$ cat src/core/frss_pkg.sv
// constants, register map and state codes of the flash reset/suspend host
// Summary of operation
// - reset pulse during read at least 100 ns
// - wait recovery time after ready and reset release
// - hold reset low 100 ns at power-up
// - keep 500 us from resume to suspend
// - partition ready does not mean engine free
// - poll bit 15 when strobe timing unmet
package frss_pkg;
    // clock and pin timing
    localparam int CLK_NS         = 50;
    localparam int US_NS          = 1000;
    localparam int US_CYC         = US_NS / CLK_NS;
    localparam int RST_READ_NS    = 100;
    localparam int RST_READ_CYC   = (RST_READ_NS + CLK_NS - 1) / CLK_NS;
    localparam int RST_ABORT_US   = 22;
    localparam int RECOVERY_NS    = 150;
    localparam int RECOVERY_CYC   = (RECOVERY_NS + CLK_NS - 1) / CLK_NS;
    localparam int ACCESS_NS      = 80;
    localparam int READY_DROP_NS  = ACCESS_NS + 50;
    localparam int READY_DROP_CYC = (READY_DROP_NS + CLK_NS - 1) / CLK_NS;
    localparam int WE_LOW_NS      = 55;
    localparam int WE_LOW_CYC     = (WE_LOW_NS + CLK_NS - 1) / CLK_NS;
    localparam int RD_LOW_CYC     = (ACCESS_NS + CLK_NS - 1) / CLK_NS;
    localparam int STROBE_HIGH_NS = 25;
    localparam int STROBE_HIGH_CYC = (STROBE_HIGH_NS + CLK_NS - 1) / CLK_NS;
    // operation limits in microseconds
    localparam int PROG_MAX_US    = 200;
    localparam int PSUS_MAX_US    = 10;
    localparam int ESUS_MAX_US    = 20;
    localparam int PERASE_MAX_US  = 4000000;
    localparam int MERASE_MAX_US  = 5000000;
    localparam int CHIP_MAX_US    = 350000000;
    localparam int GAP_US         = 500;
    // register byte offsets
    localparam logic [7:0] REG_CTRL  = 8'h00;
    localparam logic [7:0] REG_ADDR  = 8'h04;
    localparam logic [7:0] REG_WDATA = 8'h08;
    localparam logic [7:0] REG_STAT  = 8'h0c;
    localparam logic [7:0] REG_IRQS  = 8'h10;
    localparam logic [7:0] REG_MASK  = 8'h14;
    // control fields
    localparam int CTRL_CMD_BIT    = 0;
    localparam int CTRL_RST_BIT    = 1;
    localparam int CTRL_RD_BIT     = 2;
    localparam int CTRL_GLOBAL_BIT = 3;
    localparam int CTRL_KIND_LSB   = 4;
    // status fields
    localparam int STAT_BUSY_BIT   = 16;
    localparam int STAT_OPACT_BIT  = 17;
    localparam int ALL_PARTITIONS_READY_BIT = 15;
    localparam int PARTITION_READY_BIT      = 7;
    // interrupt bits
    localparam int IRQ_W        = 3;
    localparam int IRQ_DONE     = 0;
    localparam int IRQ_TIMEOUT  = 1;
    localparam int IRQ_REFUSED  = 2;
    localparam logic [IRQ_W-1:0] IRQ_MASK_RST = 3'h0;

    // operation kind carried with a command
    typedef enum logic [2:0] {
        KIND_PLAIN  = 3'h0,
        KIND_PROG   = 3'h1,
        KIND_PERASE = 3'h2,
        KIND_MERASE = 3'h3,
        KIND_CHIP   = 3'h4,
        KIND_PSUS   = 3'h5,
        KIND_ESUS   = 3'h6,
        KIND_ERES   = 3'h7
    } frss_kind_e;

    // sequencer states
    typedef enum logic [8:0] {
        ST_IDLE    = 9'h001,
        ST_RST_LOW = 9'h002,
        ST_RST_REC = 9'h004,
        ST_WR_LOW  = 9'h008,
        ST_WR_HIGH = 9'h010,
        ST_SETTLE  = 9'h020,
        ST_RD_LOW  = 9'h040,
        ST_RD_GAP  = 9'h080,
        ST_GAP     = 9'h100
    } frss_state_e;
endpackage

$ cat src/core/frss_tmr_if.sv
// link between sequencer and microsecond timeout timer
interface frss_tmr_if #(
    parameter int W = 32
);
    logic         start;
    logic [W-1:0] limit;
    logic         us_tick;
    logic         expired;
    modport ctl (output start, output limit, input us_tick, input expired);
    modport tmr (input start, input limit, output us_tick, output expired);
endinterface

$ cat src/core/frss_host.sv
// wishbone-controlled host sequencer for reset, commands and status polling
module frss_host
    import frss_pkg::*;
#(
    parameter int ADDR_W        = 21,
    parameter int TO_W          = 32,
    parameter int PERASE_TO_US  = PERASE_MAX_US,
    parameter int MERASE_TO_US  = MERASE_MAX_US,
    parameter int CHIP_TO_US    = CHIP_MAX_US,
    parameter int GAP_LIMIT_US  = GAP_US
)(
    input  wire logic              clk_i,
    input  wire logic              rst_i,
    input  wire logic              wb_cyc_i,
    input  wire logic              wb_stb_i,
    input  wire logic              wb_we_i,
    input  wire logic [7:0]        wb_adr_i,
    input  wire logic [31:0]       wb_dat_i,
    input  wire logic [3:0]        wb_sel_i,
    output logic      [31:0]       wb_dat_o,
    output logic                   wb_ack_o,
    output logic                   irq_o,
    output logic                   flash_rst_n_o,
    output logic                   flash_ce_n_o,
    output logic                   flash_we_n_o,
    output logic                   flash_oe_n_o,
    output logic      [ADDR_W-1:0] flash_addr_o,
    input  wire logic [15:0]       flash_dq_i,
    output logic      [15:0]       flash_dq_o,
    output logic                   flash_dq_oe_o
);
    // refuse settings the counters cannot hold
    if (ADDR_W < 1 || ADDR_W > 32 || TO_W < 29 || TO_W > 32 ||
        GAP_LIMIT_US < 1 || GAP_LIMIT_US > 65535) begin : g_bad_param
        $error("frss_host: unsupported parameter value");
    end

    localparam logic [15:0] GAP_LIM = 16'(GAP_LIMIT_US);

    frss_tmr_if #(.W(TO_W)) tmr ();

    frss_timer #(.W(TO_W)) u_timer (
        .clk_i (clk_i),
        .rst_i (rst_i),
        .t     (tmr)
    );

    // sequencer state
    frss_state_e       st_reg,    st_next;
    logic [7:0]        cnt_reg,   cnt_next;
    frss_kind_e        kind_reg,  kind_next;
    logic              glob_reg,  glob_next;
    logic              poll_reg,  poll_next;
    logic              rtmr_reg,  rtmr_next;
    logic              opact_reg, opact_next;
    logic [15:0]       gap_reg,   gap_next;
    logic [15:0]       sts_reg,   sts_next;
    logic              rstn_reg,  rstn_next;
    logic              ce_reg,    ce_next;
    logic              we_reg,    we_next;
    logic              oe_reg,    oe_next;
    logic [ADDR_W-1:0] fa_reg,    fa_next;
    logic [15:0]       dq_reg,    dq_next;
    logic              dqoe_reg,  dqoe_next;
    // bus state
    logic [ADDR_W-1:0] addr_reg,  addr_next;
    logic [15:0]       wdat_reg,  wdat_next;
    logic [IRQ_W-1:0]  mask_reg,  mask_next;
    logic [IRQ_W-1:0]  irqs_reg,  irqs_next;
    logic              ack_reg,   ack_next;
    logic [31:0]       rdat_reg,  rdat_next;
    logic              irq_reg,   irq_next;
    // links between the two groups
    logic              wr_ctrl;
    logic [IRQ_W-1:0]  evt;
    logic              launch;
    logic              ready_bit;
    logic              is_op;
    logic [TO_W-1:0]   op_limit;

    // erase or program kinds keep the engine busy
    // decoded from the written kind field, so no loop through kind_next
    assign is_op = wb_dat_i[CTRL_KIND_LSB +: 3] inside {KIND_PROG, KIND_PERASE,
                   KIND_MERASE, KIND_CHIP, KIND_ERES};
    // global bit when strobe timing is doubtful, else partition bit
    assign ready_bit = glob_reg ? sts_reg[ALL_PARTITIONS_READY_BIT]
                                : sts_reg[PARTITION_READY_BIT];

    // timeout chosen per operation kind
    always_comb begin
        unique case (kind_reg)
            KIND_PROG:   op_limit = TO_W'(PROG_MAX_US);
            KIND_PERASE: op_limit = TO_W'(PERASE_TO_US);
            KIND_MERASE: op_limit = TO_W'(MERASE_TO_US);
            KIND_ERES:   op_limit = TO_W'(MERASE_TO_US);
            KIND_CHIP:   op_limit = TO_W'(CHIP_TO_US);
            KIND_PSUS:   op_limit = TO_W'(PSUS_MAX_US);
            KIND_ESUS:   op_limit = TO_W'(ESUS_MAX_US);
            KIND_PLAIN:  op_limit = '0;
        endcase
    end

    // sequencer next state
    always_comb begin
        st_next    = st_reg;
        cnt_next   = (cnt_reg != 8'h00) ? cnt_reg - 8'h01 : 8'h00;
        kind_next  = kind_reg;
        glob_next  = glob_reg;
        poll_next  = poll_reg;
        rtmr_next  = rtmr_reg;
        opact_next = opact_reg;
        gap_next   = (tmr.us_tick && gap_reg < GAP_LIM) ? gap_reg + 16'h0001 : gap_reg;
        sts_next   = sts_reg;
        rstn_next  = rstn_reg;
        ce_next    = ce_reg;
        we_next    = we_reg;
        oe_next    = oe_reg;
        fa_next    = fa_reg;
        dq_next    = dq_reg;
        dqoe_next  = dqoe_reg;
        evt        = '0;
        launch     = 1'b0;
        tmr.start  = 1'b0;
        tmr.limit  = op_limit;
        if (wr_ctrl && st_reg != ST_IDLE) begin
            evt[IRQ_REFUSED] = 1'b1;
        end
        unique case (st_reg)
            ST_IDLE: begin
                if (wr_ctrl && wb_dat_i[CTRL_RST_BIT]) begin
                    rstn_next = 1'b0;
                    ce_next   = 1'b1;
                    we_next   = 1'b1;
                    oe_next   = 1'b1;
                    dqoe_next = 1'b0;
                    rtmr_next = opact_reg;
                    tmr.start = 1'b1;
                    tmr.limit = TO_W'(RST_ABORT_US);
                    cnt_next  = 8'(RST_READ_CYC - 1);
                    st_next   = ST_RST_LOW;
                end else if (wr_ctrl && wb_dat_i[CTRL_CMD_BIT]) begin
                    kind_next = frss_kind_e'(wb_dat_i[CTRL_KIND_LSB +: 3]);
                    glob_next = wb_dat_i[CTRL_GLOBAL_BIT];
                    if (is_op && opact_reg) begin
                        evt[IRQ_REFUSED] = 1'b1;
                    end else if (kind_next == KIND_ESUS && gap_reg < GAP_LIM) begin
                        st_next = ST_GAP;
                    end else begin
                        launch = 1'b1;
                    end
                end else if (wr_ctrl && wb_dat_i[CTRL_RD_BIT]) begin
                    glob_next = wb_dat_i[CTRL_GLOBAL_BIT];
                    poll_next = 1'b0;
                    fa_next   = addr_reg;
                    ce_next   = 1'b0;
                    oe_next   = 1'b0;
                    cnt_next  = 8'(RD_LOW_CYC - 1);
                    st_next   = ST_RD_LOW;
                end
            end
            ST_GAP: begin
                if (gap_reg >= GAP_LIM) begin
                    launch = 1'b1;
                end
            end
            ST_RST_LOW: begin
                if ((rtmr_reg && tmr.expired) || (!rtmr_reg && cnt_reg == 8'h00)) begin
                    rstn_next  = 1'b1;
                    opact_next = 1'b0;
                    cnt_next   = 8'(RECOVERY_CYC - 1);
                    st_next    = ST_RST_REC;
                end
            end
            ST_RST_REC: begin
                if (cnt_reg == 8'h00) begin
                    evt[IRQ_DONE] = 1'b1;
                    st_next       = ST_IDLE;
                end
            end
            ST_WR_LOW: begin
                if (cnt_reg == 8'h00) begin
                    ce_next  = 1'b1;
                    we_next  = 1'b1;
                    cnt_next = 8'(STROBE_HIGH_CYC - 1);
                    st_next  = ST_WR_HIGH;
                end
            end
            ST_WR_HIGH: begin
                dqoe_next = 1'b0;
                if (kind_reg == KIND_PLAIN) begin
                    evt[IRQ_DONE] = 1'b1;
                    st_next       = ST_IDLE;
                end else begin
                    if (kind_reg == KIND_ERES) begin
                        gap_next = 16'h0000;
                    end
                    if (kind_reg == KIND_PSUS || kind_reg == KIND_ESUS) begin
                        opact_next = 1'b0;
                    end else begin
                        opact_next = 1'b1;
                    end
                    poll_next = 1'b1;
                    tmr.start = 1'b1;
                    cnt_next  = 8'(READY_DROP_CYC - 1);
                    st_next   = ST_SETTLE;
                end
            end
            ST_SETTLE: begin
                if (cnt_reg == 8'h00) begin
                    fa_next  = addr_reg;
                    ce_next  = 1'b0;
                    oe_next  = 1'b0;
                    cnt_next = 8'(RD_LOW_CYC - 1);
                    st_next  = ST_RD_LOW;
                end
            end
            ST_RD_LOW: begin
                if (cnt_reg == 8'h00) begin
                    sts_next = flash_dq_i;
                    ce_next  = 1'b1;
                    oe_next  = 1'b1;
                    cnt_next = 8'(STROBE_HIGH_CYC - 1);
                    st_next  = ST_RD_GAP;
                end
            end
            ST_RD_GAP: begin
                if (cnt_reg == 8'h00) begin
                    if (!poll_reg || ready_bit) begin
                        if (poll_reg && sts_reg[ALL_PARTITIONS_READY_BIT]) begin
                            opact_next = 1'b0;
                        end
                        evt[IRQ_DONE] = 1'b1;
                        st_next       = ST_IDLE;
                    end else if (tmr.expired) begin
                        evt[IRQ_TIMEOUT] = 1'b1;
                        st_next          = ST_IDLE;
                    end else begin
                        ce_next  = 1'b0;
                        oe_next  = 1'b0;
                        cnt_next = 8'(RD_LOW_CYC - 1);
                        st_next  = ST_RD_LOW;
                    end
                end
            end
        endcase
        // start a command write cycle
        if (launch) begin
            fa_next   = addr_reg;
            dq_next   = wdat_reg;
            dqoe_next = 1'b1;
            ce_next   = 1'b0;
            we_next   = 1'b0;
            cnt_next  = 8'(WE_LOW_CYC - 1);
            st_next   = ST_WR_LOW;
        end
    end

    // sequencer registers; power-up starts with reset held low
    always_ff @(posedge clk_i) begin
        if (rst_i) begin
            st_reg    <= ST_RST_LOW;
            cnt_reg   <= 8'(RST_READ_CYC - 1);
            kind_reg  <= KIND_PLAIN;
            glob_reg  <= 1'b0;
            poll_reg  <= 1'b0;
            rtmr_reg  <= 1'b0;
            opact_reg <= 1'b0;
            gap_reg   <= GAP_LIM;
            sts_reg   <= 16'h0000;
            rstn_reg  <= 1'b0;
            ce_reg    <= 1'b1;
            we_reg    <= 1'b1;
            oe_reg    <= 1'b1;
            fa_reg    <= '0;
            dq_reg    <= 16'h0000;
            dqoe_reg  <= 1'b0;
        end else begin
            st_reg    <= st_next;
            cnt_reg   <= cnt_next;
            kind_reg  <= kind_next;
            glob_reg  <= glob_next;
            poll_reg  <= poll_next;
            rtmr_reg  <= rtmr_next;
            opact_reg <= opact_next;
            gap_reg   <= gap_next;
            sts_reg   <= sts_next;
            rstn_reg  <= rstn_next;
            ce_reg    <= ce_next;
            we_reg    <= we_next;
            oe_reg    <= oe_next;
            fa_reg    <= fa_next;
            dq_reg    <= dq_next;
            dqoe_reg  <= dqoe_next;
        end
    end

    // wishbone slave: one-cycle ack, byte lanes, w1c interrupt status
    logic        bus_wr;
    logic [31:0] wmask;
    assign bus_wr  = wb_cyc_i && wb_stb_i && wb_we_i && !ack_reg;
    assign wmask   = {{8{wb_sel_i[3]}}, {8{wb_sel_i[2]}}, {8{wb_sel_i[1]}}, {8{wb_sel_i[0]}}};
    assign wr_ctrl = bus_wr && wb_adr_i[7:2] == REG_CTRL[7:2] && wb_sel_i[0];

    always_comb begin
        ack_next  = wb_cyc_i && wb_stb_i && !ack_reg;
        addr_next = addr_reg;
        wdat_next = wdat_reg;
        mask_next = mask_reg;
        irqs_next = irqs_reg | evt;
        rdat_next = rdat_reg;
        if (bus_wr) begin
            unique case (wb_adr_i[7:2])
                REG_ADDR[7:2]:  addr_next = ADDR_W'((32'(addr_reg) & ~wmask) | (wb_dat_i & wmask));
                REG_WDATA[7:2]: wdat_next = (wdat_reg & ~wmask[15:0]) | (wb_dat_i[15:0] & wmask[15:0]);
                REG_MASK[7:2]:  mask_next = (mask_reg & ~wmask[IRQ_W-1:0]) |
                                            (wb_dat_i[IRQ_W-1:0] & wmask[IRQ_W-1:0]);
                REG_IRQS[7:2]:  irqs_next = (irqs_reg & ~(wb_dat_i[IRQ_W-1:0] & wmask[IRQ_W-1:0]))
                                            | evt;  // set wins over clear
                default:        addr_next = addr_reg;
            endcase
        end
        if (wb_cyc_i && wb_stb_i && !ack_reg) begin
            rdat_next = 32'h0000_0000;
            unique case (wb_adr_i[7:2])
                REG_CTRL[7:2]:  rdat_next = 32'({kind_reg, glob_reg, 3'h0});
                REG_ADDR[7:2]:  rdat_next = 32'(addr_reg);
                REG_WDATA[7:2]: rdat_next = 32'(wdat_reg);
                REG_STAT[7:2]:  rdat_next = {14'h0000, opact_reg, st_reg != ST_IDLE, sts_reg};
                REG_IRQS[7:2]:  rdat_next = 32'(irqs_reg);
                REG_MASK[7:2]:  rdat_next = 32'(mask_reg);
                default:        rdat_next = 32'h0000_0000;
            endcase
        end
        irq_next = |(irqs_next & mask_next);
    end

    always_ff @(posedge clk_i) begin
        if (rst_i) begin
            ack_reg  <= 1'b0;
            addr_reg <= '0;
            wdat_reg <= 16'h0000;
            mask_reg <= IRQ_MASK_RST;
            irqs_reg <= '0;
            rdat_reg <= 32'h0000_0000;
            irq_reg  <= 1'b0;
        end else begin
            ack_reg  <= ack_next;
            addr_reg <= addr_next;
            wdat_reg <= wdat_next;
            mask_reg <= mask_next;
            irqs_reg <= irqs_next;
            rdat_reg <= rdat_next;
            irq_reg  <= irq_next;
        end
    end

    // outputs straight from flops
    assign wb_ack_o      = ack_reg;
    assign wb_dat_o      = rdat_reg;
    assign irq_o         = irq_reg;
    assign flash_rst_n_o = rstn_reg;
    assign flash_ce_n_o  = ce_reg;
    assign flash_we_n_o  = we_reg;
    assign flash_oe_n_o  = oe_reg;
    assign flash_addr_o  = fa_reg;
    assign flash_dq_o    = dq_reg;
    assign flash_dq_oe_o = dqoe_reg;
endmodule // frss_host

$ cat src/core/frss_timer.sv
// microsecond tick divider and timeout counter
module frss_timer
    import frss_pkg::*;
#(
    parameter int W = 32
)(
    input  wire logic clk_i,
    input  wire logic rst_i,
    frss_tmr_if.tmr   t
);
    localparam logic [7:0] DIV_LAST = 8'(US_CYC - 1);

    logic [7:0]   div_reg,  div_next;
    logic [W-1:0] cnt_reg,  cnt_next;
    logic         tick_reg, tick_next;
    logic         exp_reg,  exp_next;

    // divider gives one-cycle microsecond enable; counter expires at zero
    always_comb begin
        tick_next = (div_reg == DIV_LAST);
        div_next  = tick_next ? 8'h00 : div_reg + 8'h01;
        cnt_next  = cnt_reg;
        exp_next  = exp_reg;
        if (t.start) begin
            cnt_next = t.limit;
            exp_next = 1'b0;
        end else if (tick_reg) begin
            if (cnt_reg == '0) begin
                exp_next = 1'b1;
            end else begin
                cnt_next = cnt_reg - 1'b1;
            end
        end
    end

    always_ff @(posedge clk_i) begin
        if (rst_i) begin
            div_reg  <= 8'h00;
            cnt_reg  <= '0;
            tick_reg <= 1'b0;
            exp_reg  <= 1'b0;
        end else begin
            div_reg  <= div_next;
            cnt_reg  <= cnt_next;
            tick_reg <= tick_next;
            exp_reg  <= exp_next;
        end
    end

    assign t.us_tick = tick_reg;
    assign t.expired = exp_reg;
endmodule // frss_timer

$ cat config.mk
export PLATFORM = sky130hd
export DESIGN_NAME = frss_host
export DESIGN_NICKNAME = d
export VERILOG_FILES = /design/src/core/frss_pkg.sv /design/src/core/frss_tmr_if.sv /design/src/core/frss_host.sv /design/src/core/frss_timer.sv
export SDC_FILE = /design/constraint.sdc
export NUM_CORES = 1
export LEC_CHECK = 0
export BUFFER_PORTS_ARGS = -buffer_cell sky130_fd_sc_hd__buf_2
export CAP_MARGIN = 40
export CORE_MARGIN = 2
export CORE_UTILIZATION = 35
export DETAILED_ROUTE_END_ITERATION = 16
export GPL_TIMING_DRIVEN = 0
export HOLD_SLACK_MARGIN = 0.06
export PLACE_DENSITY = 0.6
export SLEW_MARGIN = 0
export SYNTH_ARGS = -nofsm -noshare
export SYNTH_HDL_FRONTEND = slang
export SYNTH_SLANG_ARGS = --single-unit
$ cat constraint.sdc
create_clock -name clk_i -period 6.9 [get_ports clk_i]
set_input_delay 1.38 -clock clk_i [delete_from_list [all_inputs] [get_ports clk_i]]
set_output_delay 1.38 -clock clk_i [all_outputs]
set_load 0.005 [all_outputs]
## Word-level counts from Yosys, hierarchy flattened

Memory sizes are Yosys's and may differ from the RTL's. A register that Yosys moved wholly into a read port is not among the register bits.
Cells that the tools add are included.

- Register bits after elaboration: 217
- ROM bits: 168
- Bits of input ports: 65
- Output and inout port bits: 76
- Word-level logic and storage cells: 284
- Memories kept: 1

- Add/subtract/negate cells: 4
- $lt $le $gt $ge: 2
- Equal/unequal tests: 64
- Muxes and demuxes: 104
- Bitwise gates (word level): 18
- Reduce and logical (&&, ||, !) cells: 63

Memory list:

| memory | words | bits a word | rd ports | clocked after memory_dff | write ports | line | RTL |
|---|---|---|---|---|---|---|---|
| (name not given) | 8 | 21 | 1 | 1 | 0 | frss_host.sv:91 | `unique case (kind_reg)` |

Operators with widths:

| cell | count |
|---|---|
| two-way mux 32 bit | 5 |
| case mux 21 bit (6 select lines) | 1 |
| two-way mux 9 bit | 12 |
| two-way mux 21 bit | 5 |
| two-way mux 8 bit | 11 |
| case mux 9 bit (8 select lines) | 1 |
| two-way mux 16 bit | 4 |
| case mux 8 bit (6 select lines) | 1 |
| two-way mux 1 bit | 43 |
| bitwise AND 21 bit | 2 |
| inequality test 3 bit (second input constant) | 14 |
| case mux 21 bit (2 select lines) | 1 |
| bitwise AND 16 bit | 2 |
| zero test 32 bit | 1 |
| inequality test 2 bit (second input constant) | 16 |
| subtractor 32 x 1 -> 32 bit (second input constant) | 1 |
| NOT 21 bit | 1 |
| OR 21 bit | 1 |
| inequality test 4 bit (second input constant) | 5 |
| AND reduction 10 bit | 2 |
| == test 3 bit (second input constant) | 6 |
| two-way mux 3 bit | 6 |
| adder 16 x 1 -> 16 bit (second input constant) | 1 |
| greater-or-equal comparator 16 x 9 -> 1 bit (second input constant) | 1 |
| 53 further kinds | 112 |

## Longest topological paths before layout

Gate-level depths: netlist of run 1.

- Depth in word-level cells: 16
- Depth in mapped cells: 11
- Mapped depth without buffers: 9

## Hierarchy

Synthesis of run 1 repeated with hierarchy kept, for this count alone.

- Cells, all modules: 1161
- Area total of the unflattened synthesis: 10314.9 sq um

By module, submodules not included:

| module | times used | cells each | area each (sq um) | sequential area each (sq um) |
|---|---|---|---|---|
| frss_host | 1 | 890 | 8003.9 | 3523.4 |
| frss_timer | 1 | 271 | 2311.0 | 840.8 |

## Worst setup path before layout of run 1

OpenSTA, ideal clock, no wires.

- Kind: input port to flip-flop
- Start: input port wb_adr_i[3]
- End: register op_limit[20] (netlist name)
- Library setup time: 0.123 ns
- Arrival: 3.299 ns
- Data required time: 6.777 ns
- Setup slack: 3.477 ns
- Stages on the path: 10
- Buffers on the path: 1
- Cells stage by stage: nor4_2 -> nand2_1 -> nor3_2 -> mux2i_1 -> or2_2 -> clkbuf_1 -> inv_1 -> ha_1 -> nor2b_1 -> or2_2

- Cells in the longest elaborated chain, start to end: 8
- Elaborated cells on any way between the ends: 9
- Those cells by class: 2 x mux; 1 x bitwise; 6 x reduce/logical

RTL lines:

| item | line | RTL |
|---|---|---|
| from (decl) | frss_host.sv:17 | `input wire logic [7:0] wb_adr_i,` |
| zero test 6 bit * | frss_host.sv:302 | `assign wr_ctrl = bus_wr && wb_adr_i[7:2] == REG_CTRL[7:2] && wb_sel_i[0];` |
| logical AND 1 bit * (2 in series) | frss_host.sv:302 |  |
| logical AND 1 bit | frss_host.sv:130 | `if (wr_ctrl && wb_dat_i[CTRL_RST_BIT]) begin` |
| NOT 1 bit (no source line) | -- |  |
| AND reduction 3 bit (no source line) * | -- |  |
| two-way mux 3 bit (no source line) * (2 in series) | -- |  |

Every way passes the cells marked *; elsewhere a longest branch is shown, timed or not.
A chain may end at the register's enable or synchronous reset.

## Worst setup path in the final report of run 1

- Start: input port wb_adr_i[3]
- End: register op_limit[20] (netlist name)

- Cells in the longest elaborated chain, start to end: 8
- Elaborated cells on any way between the ends: 9
- Those cells by class: 2 x mux; 1 x bitwise; 6 x reduce/logical

RTL lines:

| item | line |
|---|---|
| zero test 6 bit * | frss_host.sv:302 |
| logical AND 1 bit * (2 in series) | frss_host.sv:302 |
| logical AND 1 bit | frss_host.sv:130 |
| NOT 1 bit (no source line) | -- |
| AND reduction 3 bit (no source line) * | -- |
| two-way mux 3 bit (no source line) * (2 in series) | -- |

Marked as above.

==> impl_metrics.ini, run 1 <==
[routing]
drtIter0Drc = 724
drc_errors = 0
routed_wl_um = 30900
via_per_inst = 5.23
antenna_left = 0
first_pass_iters = 6
wl_per_cell_um = 17.7
vias = 9107

[layout]
instances_no_fill = 1741
area_growth_pct = 17.8
final_util = 0.422
drive_above_1_share = 0.170
nets = 1412

[synthesis]
postSynthAreaPerCell_sq_um = 8.72
ys_top_cells_by_count = 218 x dfxtp_1, 146 x nor2_1, 107 x nand2_1
yosysMostFrequentCell = dfxtp_1
syn_inst = 1188
ys_types = 80
yosysSeqAreaShare = 0.421
ys_seq_elements = 218
synthTopCellsByArea = dfxtp_1 42%, mux2i_1 8.7%, nor2_1 5.3%
ys_warn_count = 0
synth_edf_count = 0
yosys.area.top_type = dfxtp_1
synth_area_sq_mm = 0.0104
synth_top_area_frac = 0.421
synth-async-reset-ratio = 0
synth_ff_type = dfxtp_1

[worst_setup_path]
worstPathRequired_ns = 7.30
critPathKind = input pin to flip-flop
crit_arrival_ns = 3.91
setup.worst_path.start_class = input pin
crit_path_end_kind = flip-flop
path_max_fanout = 6

[power]
power.density_mw_per_mm2 = 243
peakVddDrop_mv = 0.177
p_total_uw = 2960
p_leak_uw = 0.00490

[sta]
fmax_ghz = 0.285
worst_pin_slew_ns = 0.856
slew_violations = 0
rsz0062_at_grt = false
slew_headroom = 0.426
post-route-period-util = 0.508
skew_ns = 0.0241
setup_viol = 0
period_needed_ns = 3.50
setup_tns_ns = 0
finalHoldViolCount = 0

[floorplanning]
core_sq_mm = 0.0289
initial_core_util = 0.358
io_pins = 141
row_count = 62
die_width_um = 176
dieArea_sq_mm = 0.0310
die_h_um = 176

[grt]
grtUsageTotal = 0.196
grt_max_degree = 14
antenna_found_initial = 2
busiest_layer = met2
use_met3 = 0.0433
grt_pass1_wl_um = 48400
grt.overflow.total = 0
grt_pass1_vias = 8893
met2_usage = 0.315
gr-usage-met1 = 0.266

[clocking]
cts_inserted_buffers = 24
cts_hold_buffers = 0
cts-root-buf = clkbuf_16
cts_sinks = 218
clkTransAtPathRegs_ns = 0.06
cts_max_level = 1
tritoncts = done
clock_latency_ns = 0.53
cts_resized = 0
postCtsSetupBuffers = 0
clk_path_buf_depth = 3

[outcome]
status = completed

[placed_design]
dpl.hpwl_um = 23300
gp_congestion = 0.898
dp_cells = 1695
portBuffers = 111

[job]
maxCapViolCount = 0

[min_path]
min_path_type = flip-flop to flip-flop
[power by group]
part           internal [uW]  total, uW  switching (uW)
combinational            175        439             264
sequential              1290       1310            20.7
clock                    687       1220             531
total                   2150       2960             816
[kinds of logic after synthesis]
kind of cell    Yosys count  synth area share
flops                   218             0.421
fa+ha+maj                10            0.0121
xor+xnor                 38            0.0321
mux                      92            0.0891
buf+inv                 109            0.0511
other cells               1          0.000362
compound gates          202             0.134
simple gates            518             0.260
[cells in the final DEF, fill, tap and decap left out, types with 24 or more instances in the layout]
master       n
clkbuf_1    50
nor3_1      37
nand2b_1    52
clkbuf_16   24
nor2_1     146
mux2i_1     90
nand2_1    107
buf_2      131
nand3_1     47
dfxtp_1    218
a21oi_1     71
[path summary, 6_finish.rpt]
check / from / to / slack (ns) / cells after the start
setup / recovery: wb_adr_i[3] / op_limit[20]$_DFF_P_ / 3.40 / 11
setup reg to reg: st_reg[5]$_SDFFE_PP0P_ / op_limit[20]$_DFF_P_ / 4.00 / 11
hold reg to reg: op_limit[20]$_DFF_P_ / u_timer.cnt_reg[20]$_SDFFE_PP0P_ / 0.43 / 2
hold / removal: op_limit[20]$_DFF_P_ / u_timer.cnt_reg[20]$_SDFFE_PP0P_ / 0.43 / 2
[per-layer routing]
metal  up-vias  share of wire  wire [um]
met3        54          0.074       2300
li1       4451              -          -
met4         0          0.028        869
met5         -              0          0
met2       321           0.45      13800
met1      4281           0.45      13900
[critical path, stage by stage]
cell and delay [ns]:
buf_2 0.12, nor4_2 0.54, nand2_1 0.29, nor3_2 0.32, mux2i_1 0.20, or2_2 0.12
clkbuf_1 0.22, inv_1 0.10, ha_1 0.20, nor2b_1 0.15, or2_2 0.28
[through the flow]
stage,setup WS [ns],instance area (sq um),hold WS (ns)
global placement,2.94,11400,0.411
global route,3.21,12200,0.435
CTS,3.42,12200,0.428
floorplan,3.48,10400,0.401
detailed placement,2.88,11500,0.415
finish,3.40,12200,0.428
[final cells by class]
class | count | area (sq um)
well taps | 384 | 480
diodes | 2 | 5.00
multi-input cells | 871 | 5510
plain buffers | 88 | 450
clock buffers | 34 | 678
repair buffers | 113 | 578
fillers | 2919 | 16700
clock inverters | 10 | 67.6
flip-flops and latches | 218 | 4360
inverters | 21 | 78.8
Note: power is estimated with default switching activity, not from simulation.
==> inputs of run 2 (changes only) <==
--- a/config.mk
+++ b/config.mk
@@ -5,6 +5,7 @@
 export SDC_FILE = /design/constraint.sdc
 export NUM_CORES = 1
 export LEC_CHECK = 0
+export ABC_AREA = 1
 export BUFFER_PORTS_ARGS = -buffer_cell sky130_fd_sc_hd__buf_2
 export CAP_MARGIN = 40
 export CORE_MARGIN = 2
@@ -12,7 +13,7 @@
 export DETAILED_ROUTE_END_ITERATION = 16
 export GPL_TIMING_DRIVEN = 0
 export HOLD_SLACK_MARGIN = 0.06
-export PLACE_DENSITY = 0.6
+export PLACE_DENSITY = 0.62
 export SLEW_MARGIN = 0
 export SYNTH_ARGS = -nofsm -noshare
 export SYNTH_HDL_FRONTEND = slang
==> constraint.sdc (replaced) <==
create_clock -name clk_i -period 3 [get_ports clk_i]
set_input_delay 0.6 -clock clk_i [delete_from_list [all_inputs] [get_ports clk_i]]
set_output_delay 0.6 -clock clk_i [all_outputs]
set_load 0.005 [all_outputs]
==> impl_metrics.ini, run 2 <==
[sta]
rsz0062_at_grt = false
worst_pin_slew_ns = 0.784
post-route-period-util = 0.797
setup_viol = 0
layout_setup_ws_ns = 0.608
period_needed_ns = 2.39
slew_violations = 0
finalHoldViolCount = 0
setup_tns_ns = 0
fmax_ghz = 0.418
slew_headroom = 0.477
skew_ns = 0.0268

[worst_setup_path]
worstReg2RegStart = cnt_reg[0]$_SDFF_PP1_
critPathKind = flip-flop to flip-flop
cpPeakStageDelay_ns = 0.31
rr_endpoint = flash_addr_o[17]$_SDFFE_PP0P_
path_delay_family = simple AND/OR/NAND/NOR gates
worstPathRequired_ns = 3.43
critPathSlowestCell = dfxtp_1
crit_arrival_ns = 2.82
r2r_slack_ns = 0.61
setup.worst_path.start_class = flip-flop
crit_chain = inv_1, ha_1, nor3b_1, nand2_1, inv_1, nor2_1, nor2_1, nand3_2, buf_2, nor2_1, nor2_1
reg2reg_depth = 11
cp_num_buf_inv = 3
path_max_fanout = 10
crit_path_end_kind = flip-flop
cpMostUsedCell = nor2_1

[grt]
grt.overflow.total = 0
grt_pass1_wl_um = 49500
antenna_found_initial = 3
grt_pass1_vias = 9227
grt_max_degree = 14
grtUsageTotal = 0.203

[synthesis]
syn_inst = 1465
synth_top_area_frac = 0.425
synth-async-reset-ratio = 0
synthTopCellsByArea = dfxtp_1 42%, nand2_1 11%, nor2_1 9.7%
yosys.area.top_type = dfxtp_1
postSynthAreaPerCell_sq_um = 7.01
ys_seq_elements = 218
yosysMostFrequentCell = nand2_1
synth_ff_type = dfxtp_1
ys_warn_count = 0
ys_top_cells_by_count = 298 x nand2_1, 266 x nor2_1, 218 x dfxtp_1
yosysSeqAreaShare = 0.425
synth_edf_count = 0
synth_area_sq_mm = 0.0103
ys_types = 51

[routing]
drc_errors = 0
antenna_left = 0
vias = 9801
first_pass_iters = 5
via_per_inst = 4.85
wl_per_cell_um = 15.7
routed_wl_um = 31700
drtIter0Drc = 726

[clocking]
cts_inserted_buffers = 24
clkTransAtPathRegs_ns = 0.06
cts_max_level = 1
clk_path_buf_depth = 3
tritoncts = done
clock_latency_ns = 0.54
postCtsSetupBuffers = 0
cts_sinks = 218
cts_resized = 0
cts_hold_buffers = 0
cts-root-buf = clkbuf_16

[layout]
nets = 1690
layout_common_cells = 298 x nand2_1, 266 x nor2_1, 218 x dfxtp_1
drive_above_1_share = 0.143
final_common_cell = nand2_1
fill_cells = 3001
area_growth_pct = 18.5

[outcome]
status = completed

[min_path]
min_path_type = input pin to flip-flop
min_path_cells = 3
min-delay-start = wb_dat_i[20]

[floorplanning]
dieArea_sq_mm = 0.0307
row_count = 62
die_width_um = 175
io_pins = 141
core_sq_mm = 0.0288
die_h_um = 175
initial_core_util = 0.357

[placed_design]
dpl.hpwl_um = 24200
portBuffers = 114
gp_congestion = 0.895
place_ws_ns = 0.341

[power]
peakVddDrop_mv = 0.409
power.density_mw_per_mm2 = 595
p_leak_uw = 0.00596

[job]
maxCapViolCount = 0
-- run 2: worst reg2reg max path: cells and delay by family (launching register included) --
kind,cells,cell delay (ns)
fa+ha+maj,1,0.16
simple gates,7,1.19
flops,1,0.31
buf+inv,3,0.66
-- run 2: cell type report --
class                           instances  area [sq um]  area share
Sequential cell                       218          4360       0.359
Inverter                              170           638      0.0525
Clock buffer                           35           712      0.0585
Tap cell                              384           480      0.0395
Antenna cell                            4          10.0    0.000823
Multi-Input combinational cell       1031          5000       0.411
Timing Repair Buffer                  114           571      0.0469
Buffer                                 56           305      0.0251
Clock inverter                          9          85.1     0.00699
-- run 2: through the flow --
step	total power, uW	utilization	hold slack (ns)	area, sq um	std cells
5_1_grt	7610	0.422	0.301	12200	2017
3_5_place_dp	4330	0.395	0.421	11400	1973
6_report	7240	0.423	0.294	12200	2021
3_3_place_gp	4320	0.395	0.417	11400	1973
2_1_floorplan	3980	-	0.408	10300	1475
4_1_cts	7280	0.422	0.286	12200	2017
-- run 2: how the worst max path moves through the flow --
stage | startpoint | to | slack, ns | cells past startpoint
3_3_place_gp | rst_i | flip-flop | 0.36 | 6
5_1_grt | cnt_reg[0]$_SDFF_PP1_ | st_reg[4]$_SDFFE_PP0P_ | 0.34 | 12
6_report | cnt_reg[0]$_SDFF_PP1_ | flash_addr_o[17]$_SDFFE_PP0P_ | 0.61 | 11
3_5_place_dp | rst_i | sts_reg[10]$_SDFFE_PP0P_ | 0.34 | 6
4_1_cts | cnt_reg[0]$_SDFF_PP1_ | flash_addr_o[14]$_SDFFE_PP0P_ | 0.60 | 11
2_1_floorplan | wb_adr_i[7] | op_limit[7]$_DFF_P_ | 0.80 | 11
-- run 2: cells by family after synthesis --
kind of cell | share of synthesized area
AOI/OAI and AO/OA | 0.144
buffers and inverters | 0.0919
adders and majority gates | 0.0122
DFF | 0.425
and+or+nand+nor | 0.308
other | 0.000365
xor gates and xnor gates | 0.0196
-- run 2: power by group --
group          total [uW]  switching, uW  internal [uW]
combinational        1200            805            399
sequential           3070           69.0           3000
clock                2970           1240           1730
total                7240           2110           5130
-- run 2: per-layer routing --
metal	global-route usage	vias to the layer above	share of wire	wire length, um
met4	0.0771	2	0.037	1180
li1	-	4995	-	-
met1	0.265	4427	0.44	14000
met5	0	-	0.00054	17
met3	0.0387	67	0.067	2140
met2	0.333	310	0.45	14400
